$ cat config.mk
export PLATFORM = sky130hd
export DESIGN_NAME = fsc_top
export DESIGN_NICKNAME = d
export VERILOG_FILES = /design/src/include/fsc_pkg.sv /design/src/hdl/fsc_sticky.sv /design/src/hdl/fsc_addr_hold.sv /design/src/hdl/fsc_top.sv
export SDC_FILE = /design/constraint.sdc
export NUM_CORES = 1
export LEC_CHECK = 0
export ABC_AREA = 1
export BUFFER_PORTS_ARGS = -buffer_cell sky130_fd_sc_hd__buf_4
export CORE_ASPECT_RATIO = 0.5
export CORE_MARGIN = 4
export CORE_UTILIZATION = 30
export CTS_BUF_LIST = sky130_fd_sc_hd__clkbuf_16
export DETAILED_ROUTE_END_ITERATION = 10
export GPL_ROUTABILITY_DRIVEN = 0
export GPL_TIMING_DRIVEN = 0
export HOLD_SLACK_MARGIN = 0.1
export PLACE_DENSITY = 0.49
export SYNTH_ARGS = -nofsm -noshare
export SYNTH_HDL_FRONTEND = slang
export SYNTH_HIERARCHICAL = 1
export SYNTH_SLANG_ARGS = --single-unit
$ cat constraint.sdc
create_clock -name ref_clk -period 3.3 [get_ports ref_clk]
set_clock_uncertainty 0.2 [all_clocks]
set_input_delay 0.495 -clock ref_clk [delete_from_list [all_inputs] [get_ports ref_clk]]
set_output_delay 0.495 -clock ref_clk [all_outputs]
set_load 0.005 [all_outputs]
$ cat src/include/fsc_pkg.sv
// fsc_pkg: register map, field positions and reset values of the fault status capture block
// assumes a 32-bit apb slave with one aligned word per register
package fsc_pkg;
    localparam int          FSC_ADDR_W       = 12;
    // register byte offsets
    localparam logic [11:0] FSC_OFF_MISUSE   = 12'h000;
    localparam logic [11:0] FSC_OFF_SEVERE   = 12'h004;
    localparam logic [11:0] FSC_OFF_PROT_ADR = 12'h008;
    localparam logic [11:0] FSC_OFF_BUS_ADR  = 12'h00C;
    localparam logic [11:0] FSC_OFF_AUX      = 12'h010;
    localparam logic [11:0] FSC_OFF_VALID    = 12'h014;
    localparam logic [11:0] FSC_OFF_MISUSE_C = 12'h018;
    // misuse status field positions
    localparam int          FSC_UNDEF_BIT    = 0;
    localparam int          FSC_ILLST_BIT    = 1;
    localparam int          FSC_BADRET_BIT   = 2;
    // severe status field positions
    localparam int          FSC_VECT_BIT     = 1;
    localparam int          FSC_FORCED_BIT   = 30;
    localparam int          FSC_DEBUG_BIT    = 31;
    // valid register field positions
    localparam int          FSC_PVALID_BIT   = 0;
    localparam int          FSC_BVALID_BIT   = 1;
    // reset values
    localparam logic [31:0] FSC_ZERO_WORD    = 32'h0000_0000;
    localparam logic [2:0]  FSC_ZERO3        = 3'h0;
    localparam logic [1:0]  FSC_ZERO2        = 2'h0;
    // apb access states
    typedef enum logic [0:0] {
        FSC_IDLE   = 1'b0,
        FSC_ACCESS = 1'b1
    } fsc_bus_t;
endpackage

$ cat src/hdl/fsc_sticky.sv
// fsc_sticky: a row of sticky flags, hardware sets, software clears by writing one
// assumes set pulses and clear mask are synchronous to ref_clk
`timescale 1ns/100ps
module fsc_sticky #(
    parameter int WIDTH = 32
) (
    // clock and reset
    input  wire logic             ref_clk,
    input  wire logic             rst,
    // set and clear
    input  wire logic [WIDTH-1:0] set_in,
    input  wire logic [WIDTH-1:0] clr_in,
    // state
    output logic      [WIDTH-1:0] flags
);
    // per bit: set wins over a clear in the same cycle, zero written leaves bit alone
    genvar i;
    generate
        for (i = 0; i < WIDTH; i++) begin : g_bit
            always_ff @(posedge ref_clk) begin
                if (rst) begin
                    flags[i] <= 1'b0;
                end else if (set_in[i]) begin
                    flags[i] <= 1'b1;
                end else if (clr_in[i]) begin
                    flags[i] <= 1'b0;
                end
            end
        end
    endgenerate
endmodule

$ cat src/hdl/fsc_addr_hold.sv
// fsc_addr_hold: one fault address word with its valid flag
// assumes capture is a one-cycle pulse; software may overwrite the word
`timescale 1ns/100ps
module fsc_addr_hold (
    // clock and reset
    input  wire logic        ref_clk,
    input  wire logic        rst,
    // hardware capture
    input  wire logic        cap_in,
    input  wire logic [31:0] cap_addr,
    // software access
    input  wire logic        sw_wr,
    input  wire logic [31:0] sw_data,
    input  wire logic        sw_clr_valid,
    // state
    output logic      [31:0] addr_reg,
    output logic             valid_reg
);
    import fsc_pkg::*;
    // address word: a newer fault overwrites, capture beats a software write
    always_ff @(posedge ref_clk) begin
        if (rst) begin
            addr_reg <= FSC_ZERO_WORD;
        end else if (cap_in) begin
            addr_reg <= cap_addr;
        end else if (sw_wr) begin
            addr_reg <= sw_data;
        end
    end
    // valid flag: set on capture, cleared by writing one
    always_ff @(posedge ref_clk) begin
        if (rst) begin
            valid_reg <= 1'b0;
        end else if (cap_in) begin
            valid_reg <= 1'b1;
        end else if (sw_clr_valid) begin
            valid_reg <= 1'b0;
        end
    end
endmodule

$ cat src/hdl/fsc_top.sv
// fsc_top: fault status and fault address registers behind an apb slave
// assumes fault events arrive as one-cycle pulses from the core's fault detection
`timescale 1ns/100ps
module fsc_top #(
    parameter int AUX_W = 32
) (
    // clock and reset
    input  wire logic                              ref_clk,
    input  wire logic                              rst,
    // apb slave
    input  wire logic                              psel,
    input  wire logic                              penable,
    input  wire logic                              pwrite,
    input  wire logic [fsc_pkg::FSC_ADDR_W-1:0]    paddr,
    input  wire logic [31:0]                       pwdata,
    input  wire logic [3:0]                        pstrb,
    output logic      [31:0]                       prdata,
    output logic                                   pready,
    output logic                                   pslverr,
    // misuse fault events
    input  wire logic                              bad_return_load_ev,
    input  wire logic                              illegal_state_ev,
    input  wire logic                              undecodable_op_ev,
    // severe fault events
    input  wire logic                              forced_escalation_ev,
    input  wire logic                              vector_fetch_error_ev,
    // protection fault address capture
    input  wire logic                              prot_fault_ev,
    input  wire logic [31:0]                       prot_fault_addr,
    // bus fault address capture
    input  wire logic                              exact_data_error_ev,
    input  wire logic [31:0]                       bus_request_addr,
    // auxiliary event inputs
    input  wire logic [AUX_W-1:0]                  aux_event_inputs,
    // status to the core
    output logic      [2:0]                        misuse_flags_out,
    output logic      [1:0]                        addr_valid_out
);
    import fsc_pkg::*;

    fsc_bus_t          bus_state_reg;
    logic              wr_en;
    logic              rd_en;
    logic              hit;
    logic [31:0]       rd_next;
    logic [31:0]       wmask;
    logic [2:0]        misuse_set;
    logic [2:0]        misuse_clr;
    logic [2:0]        misuse_flags;
    logic [31:0]       severe_set;
    logic [31:0]       severe_clr;
    logic [31:0]       severe_flags;
    logic [AUX_W-1:0]  aux_clr;
    logic [AUX_W-1:0]  aux_flags;
    logic [31:0]       prot_addr;
    logic              prot_valid;
    logic [31:0]       bus_addr;
    logic              bus_valid;

    // byte lane expansion of the write strobes
    function automatic logic [31:0] lane_mask(input logic [3:0] strb);
        lane_mask = {{8{strb[3]}}, {8{strb[2]}}, {8{strb[1]}}, {8{strb[0]}}};
    endfunction

    // address decode, shared by read and write paths
    function automatic logic is_mapped(input logic [FSC_ADDR_W-1:0] a);
        is_mapped = (a == FSC_OFF_MISUSE) || (a == FSC_OFF_SEVERE) || (a == FSC_OFF_PROT_ADR) ||
                    (a == FSC_OFF_BUS_ADR) || (a == FSC_OFF_AUX) || (a == FSC_OFF_VALID) ||
                    (a == FSC_OFF_MISUSE_C);
    endfunction

    // access phase strobes; the slave answers in the first access cycle
    assign wr_en = psel && penable && pwrite && (bus_state_reg == FSC_ACCESS);
    assign rd_en = psel && penable && !pwrite && (bus_state_reg == FSC_ACCESS);
    assign hit   = is_mapped(paddr);
    assign wmask = lane_mask(pstrb) & pwdata;

    // apb phase tracker
    always_ff @(posedge ref_clk) begin
        if (rst) begin
            bus_state_reg <= FSC_IDLE;
        end else begin
            unique case (bus_state_reg)
                FSC_IDLE: begin
                    if (psel && !penable) begin
                        bus_state_reg <= FSC_ACCESS;
                    end
                end
                FSC_ACCESS: begin
                    bus_state_reg <= FSC_IDLE;
                end
            endcase
        end
    end

    // misuse event conditioning
    always_comb begin
        misuse_set                 = FSC_ZERO3;
        misuse_set[FSC_BADRET_BIT] = bad_return_load_ev;
        misuse_set[FSC_ILLST_BIT]  = illegal_state_ev && !undecodable_op_ev;
        misuse_set[FSC_UNDEF_BIT]  = undecodable_op_ev;
    end

    // write-one-to-clear masks; the mirror offset clears misuse bits too
    assign misuse_clr = (wr_en && (paddr == FSC_OFF_MISUSE || paddr == FSC_OFF_MISUSE_C))
                        ? wmask[2:0] : FSC_ZERO3;
    assign severe_clr = (wr_en && paddr == FSC_OFF_SEVERE) ? wmask : FSC_ZERO_WORD;
    assign aux_clr    = (wr_en && paddr == FSC_OFF_AUX) ? wmask[AUX_W-1:0] : '0;

    // severe events; bit 31 has no hardware source here
    always_comb begin
        severe_set                 = FSC_ZERO_WORD;
        severe_set[FSC_FORCED_BIT] = forced_escalation_ev;
        severe_set[FSC_VECT_BIT]   = vector_fetch_error_ev;
    end

    // misuse flags
    fsc_sticky #(
        .WIDTH (3)
    ) u_misuse (
        .ref_clk (ref_clk),
        .rst     (rst),
        .set_in  (misuse_set),
        .clr_in  (misuse_clr),
        .flags   (misuse_flags)
    );

    // severe flags
    fsc_sticky #(
        .WIDTH (32)
    ) u_severe (
        .ref_clk (ref_clk),
        .rst     (rst),
        .set_in  (severe_set),
        .clr_in  (severe_clr),
        .flags   (severe_flags)
    );

    // auxiliary flags; no exception is raised from them
    fsc_sticky #(
        .WIDTH (AUX_W)
    ) u_aux (
        .ref_clk (ref_clk),
        .rst     (rst),
        .set_in  (aux_event_inputs),
        .clr_in  (aux_clr),
        .flags   (aux_flags)
    );

    // protection fault address: actual faulting address as given by the core
    fsc_addr_hold u_prot (
        .ref_clk      (ref_clk),
        .rst          (rst),
        .cap_in       (prot_fault_ev),
        .cap_addr     (prot_fault_addr),
        .sw_wr        (wr_en && paddr == FSC_OFF_PROT_ADR),
        .sw_data      (pwdata),
        .sw_clr_valid (wr_en && paddr == FSC_OFF_VALID && wmask[FSC_PVALID_BIT]),
        .addr_reg     (prot_addr),
        .valid_reg    (prot_valid)
    );

    // bus fault address: instruction's requested address on an exact data error
    fsc_addr_hold u_bus (
        .ref_clk      (ref_clk),
        .rst          (rst),
        .cap_in       (exact_data_error_ev),
        .cap_addr     (bus_request_addr),
        .sw_wr        (wr_en && paddr == FSC_OFF_BUS_ADR),
        .sw_data      (pwdata),
        .sw_clr_valid (wr_en && paddr == FSC_OFF_VALID && wmask[FSC_BVALID_BIT]),
        .addr_reg     (bus_addr),
        .valid_reg    (bus_valid)
    );

    // read mux
    always_comb begin
        rd_next = FSC_ZERO_WORD;
        unique case (paddr)
            FSC_OFF_MISUSE:   rd_next[2:0]       = misuse_flags;
            FSC_OFF_MISUSE_C: rd_next[2:0]       = misuse_flags;
            FSC_OFF_SEVERE:   rd_next            = severe_flags;
            FSC_OFF_PROT_ADR: rd_next            = prot_addr;
            FSC_OFF_BUS_ADR:  rd_next            = bus_addr;
            FSC_OFF_AUX:      rd_next[AUX_W-1:0] = aux_flags;
            FSC_OFF_VALID:    rd_next[1:0]       = {bus_valid, prot_valid};
            default:          rd_next            = FSC_ZERO_WORD;
        endcase
    end

    // apb answer registers: ready in the first cycle of the access phase
    always_ff @(posedge ref_clk) begin
        if (rst) begin
            pready  <= 1'b0;
            pslverr <= 1'b0;
            prdata  <= FSC_ZERO_WORD;
        end else begin
            pready  <= psel && !penable;
            pslverr <= psel && !penable && !hit;  // unmapped offset answers with an error
            prdata  <= (psel && !penable && !pwrite) ? rd_next : FSC_ZERO_WORD;
        end
    end

    // status copies for the core
    always_ff @(posedge ref_clk) begin
        if (rst) begin
            misuse_flags_out <= FSC_ZERO3;
            addr_valid_out   <= FSC_ZERO2;
        end else begin
            misuse_flags_out <= misuse_flags;
            addr_valid_out   <= {bus_valid, prot_valid};
        end
    end
endmodule

After elaboration in Yosys (flattened, before gate mapping)
Cells that the tools add are included.

storage, ports and cells
  output and inout port bits = 39
  bits in registers = 143
  input bits = 156

operators by class
  muxes and demuxes = 90
  bitwise operators = 3
  equality and inequality tests = 6
  reductions and logical operators = 70

operators with widths
  kind                 count
  $mux 32              5
  $pmux 29 s4          1
  $reduce_bool 2->1    41
  $mux 1               79
  $eq 12x5->1 const B  3
  $and 32x32->32       1
  $mux 31              1
  $eq 12x4->1 const B  2
  $logic_and 1x1->1    15
  $eq 12x3->1 const B  1
  $logic_not 12->1     1
  $pmux 2 s6           1
  $logic_or 1x1->1     7
  $logic_not 1->1      4
  $pmux 1 s4           1
  $reduce_or 2->1      2
  $mux 3               1
  $not 1->1            2
  $pmux 1 s2           1

Logic depth before layout (Yosys ltp)
  depth after elaboration = 9
  depth in mapped cells = 14

Modules after synthesis
Netlist, hierarchy kept.

modules (own cells, without submodules)
  module                   area each (um^2)  seq. area each (um^2)  cells an instance  instances
  fsc_addr_hold            1692.9            660.6                  248                2
  fsc_top                  3121.7            800.8                  517                1
  fsc_sticky at u_aux ...  1194.9            640.6                  163                2
  fsc_sticky at u_misuse   108.9             60.1                   15                 1

Worst setup path before layout
No wires, ideal clock.

  kind = input port to flip-flop
  from = input paddr[9] (netlist name)
  to = register u_bus.addr_reg[10]
  library setup time = 0.109 ns
  stages = 14
  buffers on the path = 4
  data arrival time = 1.793 ns
  path slack = 1.199 ns
  path through = nor2_1 nand2_2 nor2_4 buf_6 buf_2 nand2_1 nor2_1 buf_4 nor2_8 buf_4 nand2_1 nand3_1 nand2_1 inv_1

between the ends
  longest elaborated chain between the ends = 3

RTL lines
  element                             RTL line             text
  from (decl)                         fsc_top.sv:14        input wire logic [fsc_pkg::FSC_ADDR_W-1:0] paddr,
  $eq 12x4->1                         fsc_top.sv:169       .sw_wr (wr_en && paddr == FSC_OFF_BUS_ADR),
  $logic_and 1x1->1                   fsc_top.sv:169
  $reduce_bool 2->1 (no source line)  -
  to (signal assigned)                fsc_addr_hold.sv:25  addr_reg <= cap_addr;
  to (signal assigned)                fsc_addr_hold.sv:27  addr_reg <= sw_data;
  to (decl)                           fsc_addr_hold.sv:16  output logic [31:0] addr_reg,

Every way passes these cells.
A chain may end at the register's enable or synchronous reset.

Worst setup path after layout
  from = input penable
  to = register prdata[29]

between the ends
  longest elaborated chain between the ends = 5

RTL lines
  element                           RTL line        text
  from (decl)                       fsc_top.sv:12   input wire logic penable,
  $logic_not 1->1                   fsc_top.sv:200  prdata <= (psel && !penable && !pwrite) ? rd_next : FSC_ZERO_WORD;
  $logic_and 1x1->1 (2 in series)   fsc_top.sv:200
  $not 1->1 (no source line)        -
  $reduce_or 2->1 (no source line)  -
  to (signal assigned)              fsc_top.sv:200
  to (decl)                         fsc_top.sv:17   output logic [31:0] prdata,

Every way passes these cells.

==> results.md <==
Critical path:
- The highest fanout seen on the critical path is 10.
- For the worst setup path, the data required time is 3.46 ns.
- For the worst setup path, the data arrival time is 2.95 ns.
- The depth of the most critical reg-to-reg path is 8.
- The kind of end point of the critical path is a flop.
- The path type of the worst setup path is input port to flop.
- The element type at the critical path start is an input port.

Layout:
- The area growth from synthesis to layout is 31.97%.
- In the layout the commonest cells are sky130_fd_sc_hd__nand2_1, sky130_fd_sc_hd__inv_1, sky130_fd_sc_hd__nand3_1, sky130_fd_sc_hd__buf_4, sky130_fd_sc_hd__dfxtp_1.
- The post-layout net count is 1,777.
- In the final layout, the share of cells above drive strength 1 is 21.48%.
- Leaving out fill and tap cells, the most frequent cell in the layout is sky130_fd_sc_hd__nand2_1.
- The final instance area is 11,890 um2.
- For this run, the number of standard cells in the final layout without fillers is 2,026.

Detailed routing:
- The per-cell via count in the routed design is 4.566.
- The post-route antenna net violation count is 0.
- After detailed routing, the number of remaining DRC violations is 0.
- After detailed routing, the total wire length is 33.06 mm.
- The total number of vias is 9,250.
- The first detailed-routing pass ran for 5 iterations.
- The detailed router finished its first iteration with 682 violations.
- After detailed routing, the average wire length per cell comes to 16.32 um.
- The wire length on met3 is 1.702 mm.
- The detailed router put a total of 15.26 mm of wire on met1.
- The met2 wire length is 15.42 mm.
- Signal routing reaches up to met4.

Job:
- The total of max-cap violations is 0.

Synth:
- During synthesis, Yosys emitted a total of 6 warnings.
- Summed over its instances, the top area cell type makes up 38.46% of the synthesized netlist area.
- The sequential cell area fraction in the yosys report is 38.46%.
- The post-synthesis async set-or-reset flop share is 0%.
- The number of distinct library cells after synthesis is 27.
- After synthesis, the cell types taking the most area are sky130_fd_sc_hd__dfxtp_1, sky130_fd_sc_hd__nand2_1, sky130_fd_sc_hd__nand3_1, sky130_fd_sc_hd__inv_1, sky130_fd_sc_hd__nor2_1.
- The synthesized design contains 173 register bits.
- The netlist area before placement is 9006 um2.
- Among all flip-flop cells after synthesis, the most frequent one is sky130_fd_sc_hd__dfxtp_1.
- The synthesized instance count is 1,354.
- The biggest area contributor in the post-synthesis netlist is sky130_fd_sc_hd__dfxtp_1.
- The average instance in the mapped netlist occupies 6.652 um2.
- The synthesized design contains 0 enable-type register cells.

Clock tree:
- The number of sinks on the clock net is 173.
- The later pin in the worst-skew pair is clocked with a latency of 0.45 ns.
- The clock passes through at most 2 buffers.
- After clock tree synthesis, the clock-pin slew on the worst setup and hold paths is 0.07 ns.
- Buffers added to address setup during post-CTS repair amount to 0.
- Post-CTS repair changed the size of 0 cells.
- The TritonCTS buffer count is 17.
- The clock tree from TritonCTS is done.
- The tree is rooted in a sky130_fd_sc_hd__clkbuf_16.
- For this design, the CTS-stage hold fixing added 31 buffers.
- The H-tree generated during clock tree synthesis spans 4 levels.

Global route:
- Global routing used 19.83% of the available tracks.
- The number of global-route vias before repair is 8,718.
- The wire length of the first global-routing pass is 49.51 mm.
- The number of antenna violations at the first check in global routing is 1.
- The sum of overflow across all layers after global routing is 0.
- The maximum number of pins on one net before global-route repair is 24.

STA:
- The final number of setup-violating endpoints is 0.
- The fmax is 358.7 MHz.
- The transition at the pin with the smallest max-transition slack is 0.7148 ns.
- In the final timing run, aggregate negative setup slack is 0 ns.
- The number of max-slew violations in the final report is 0.
- Headroom to the max-slew limit came out at 52.35%.
- The worst hold slack after final layout is 0.1179 ns.
- The final critical path takes up 84.48% of the cycle.
- The worst setup slack after layout is 0.5121 ns.
- Setup repair after global routing left no endpoint under its margin.
- The number of hold-slack violations in the final timing report is 0.
- The clock period could shrink to 2.788 ns.

Placement:
- The placed cell count is 1,962.
- Detailed placement finished with a half-perimeter wire length of 24.85 mm.
- The number of I/O port buffers is 188.
- The worst setup timing slack at the placement stage is 0.6033 ns.
- The cell area after placement is 11,020 um2.

Power:
- For this design the ratio of total power to cell area is 407.3 nW/um2.
- The leakage power is 5.910 nW.
- IR analysis of the VDD net gives a maximum drop of 0.0003756 V.

Floorplanning:
- The die footprint is 33,020 um2.
- The area of the placeable core is 29,290 um2.
- The floorplan has 44 rows.
- The chip height is 130.5 um.
- For this design the top-level I/O count stands at 195.
- The effective utilization at floorplan is 30.75%.
- In this run the horizontal extent of the chip is 253.0 um.

Outcome:
- The flow ran to the end, and the final reports show no timing, DRC or antenna violations.

Min path:
- The number of stages on the worst hold path is 3.
- In this run the worst hold path is classified as input port to flop.
## final cells by class
cell class | instances | area [um2]
diodes | 1 | 2.502
plain buffers | 76 | 591.8
clock buffers | 17 | 425.4
clock inverters | 15 | 131.4
fillers | 3147 | 17400
inverters | 225 | 845.8
multi-input cells | 909 | 4214
flip-flops and latches | 173 | 3463
well taps | 391 | 489.2
repair buffers | 219 | 1722
## where the power goes
part	leakage (nW)	total [W]	internal (W)	switching, W
clock network	0.272	0.00200	0.00110	0.000907
logic	4.21	0.000585	0.000268	0.000317
registers	1.43	0.00225	0.00220	0.0000567
## final timing paths
kind                                           start                 to  slack (ns)
worst min register to register         bus_state_reg      bus_state_reg        0.22
worst min-delay path            aux_event_inputs[31]    u_aux/flags[31]        0.12
worst max register to register         bus_state_reg  u_severe/flags[9]        0.90
worst max-delay path                         penable         prdata[29]        0.51
## worst max-delay path: stages
cell and delay (ns):
sky130_fd_sc_hd__dlygate4sd3_1 0.53, sky130_fd_sc_hd__buf_4 0.14, sky130_fd_sc_hd__inv_1 0.04, sky130_fd_sc_hd__nand2_1 0.04, sky130_fd_sc_hd__dlygate4sd3_1 0.54, sky130_fd_sc_hd__nor2_1 0.13
sky130_fd_sc_hd__inv_1 0.08, sky130_fd_sc_hd__nor2_1 0.21, sky130_fd_sc_hd__nand2_1 0.23, sky130_fd_sc_hd__buf_2 0.28, sky130_fd_sc_hd__nor2_1 0.23
## per-stage QoR
step	util, %	total power, W
after floorplan	-	0.002562
after global placement	37.61	0.002841
after detailed placement	37.61	0.002853
after CTS	40.57	0.004891
after global routing	40.58	0.005035
final	40.58	0.004840
## synth_stat cells (3+ instances only)
cell	n
sky130_fd_sc_hd__buf_6	17
sky130_fd_sc_hd__nor2_4	32
sky130_fd_sc_hd__nand3_1	212
sky130_fd_sc_hd__buf_2	25
sky130_fd_sc_hd__nor2_2	5
sky130_fd_sc_hd__a21oi_1	69
sky130_fd_sc_hd__buf_12	3
sky130_fd_sc_hd__clkbuf_1	4
sky130_fd_sc_hd__nand2_2	4
sky130_fd_sc_hd__dfxtp_1	173
sky130_fd_sc_hd__inv_1	222
sky130_fd_sc_hd__nand2_1	409
sky130_fd_sc_hd__nor2_1	118
sky130_fd_sc_hd__buf_1	6
sky130_fd_sc_hd__buf_4	18
sky130_fd_sc_hd__nand3_2	21
## cells by family (layout without fill, tap and decap cells)
kind of cell | after synthesis | after routing | synth area share (%)
compound gates | 70 | 70 | 3.890
simple gates | 809 | 809 | 41.65
other cells | 1 | 31 | 0.04164
flops | 173 | 173 | 38.46
buf+inv | 301 | 552 | 15.96
## per-layer routing
metal,track usage [%],up-vias
met5,0,-
met4,5.960,0
li1,-,4614
met3,3.105,34
met2,33.35,248
met1,26.65,4354
(Power assumes the default switching activity.)
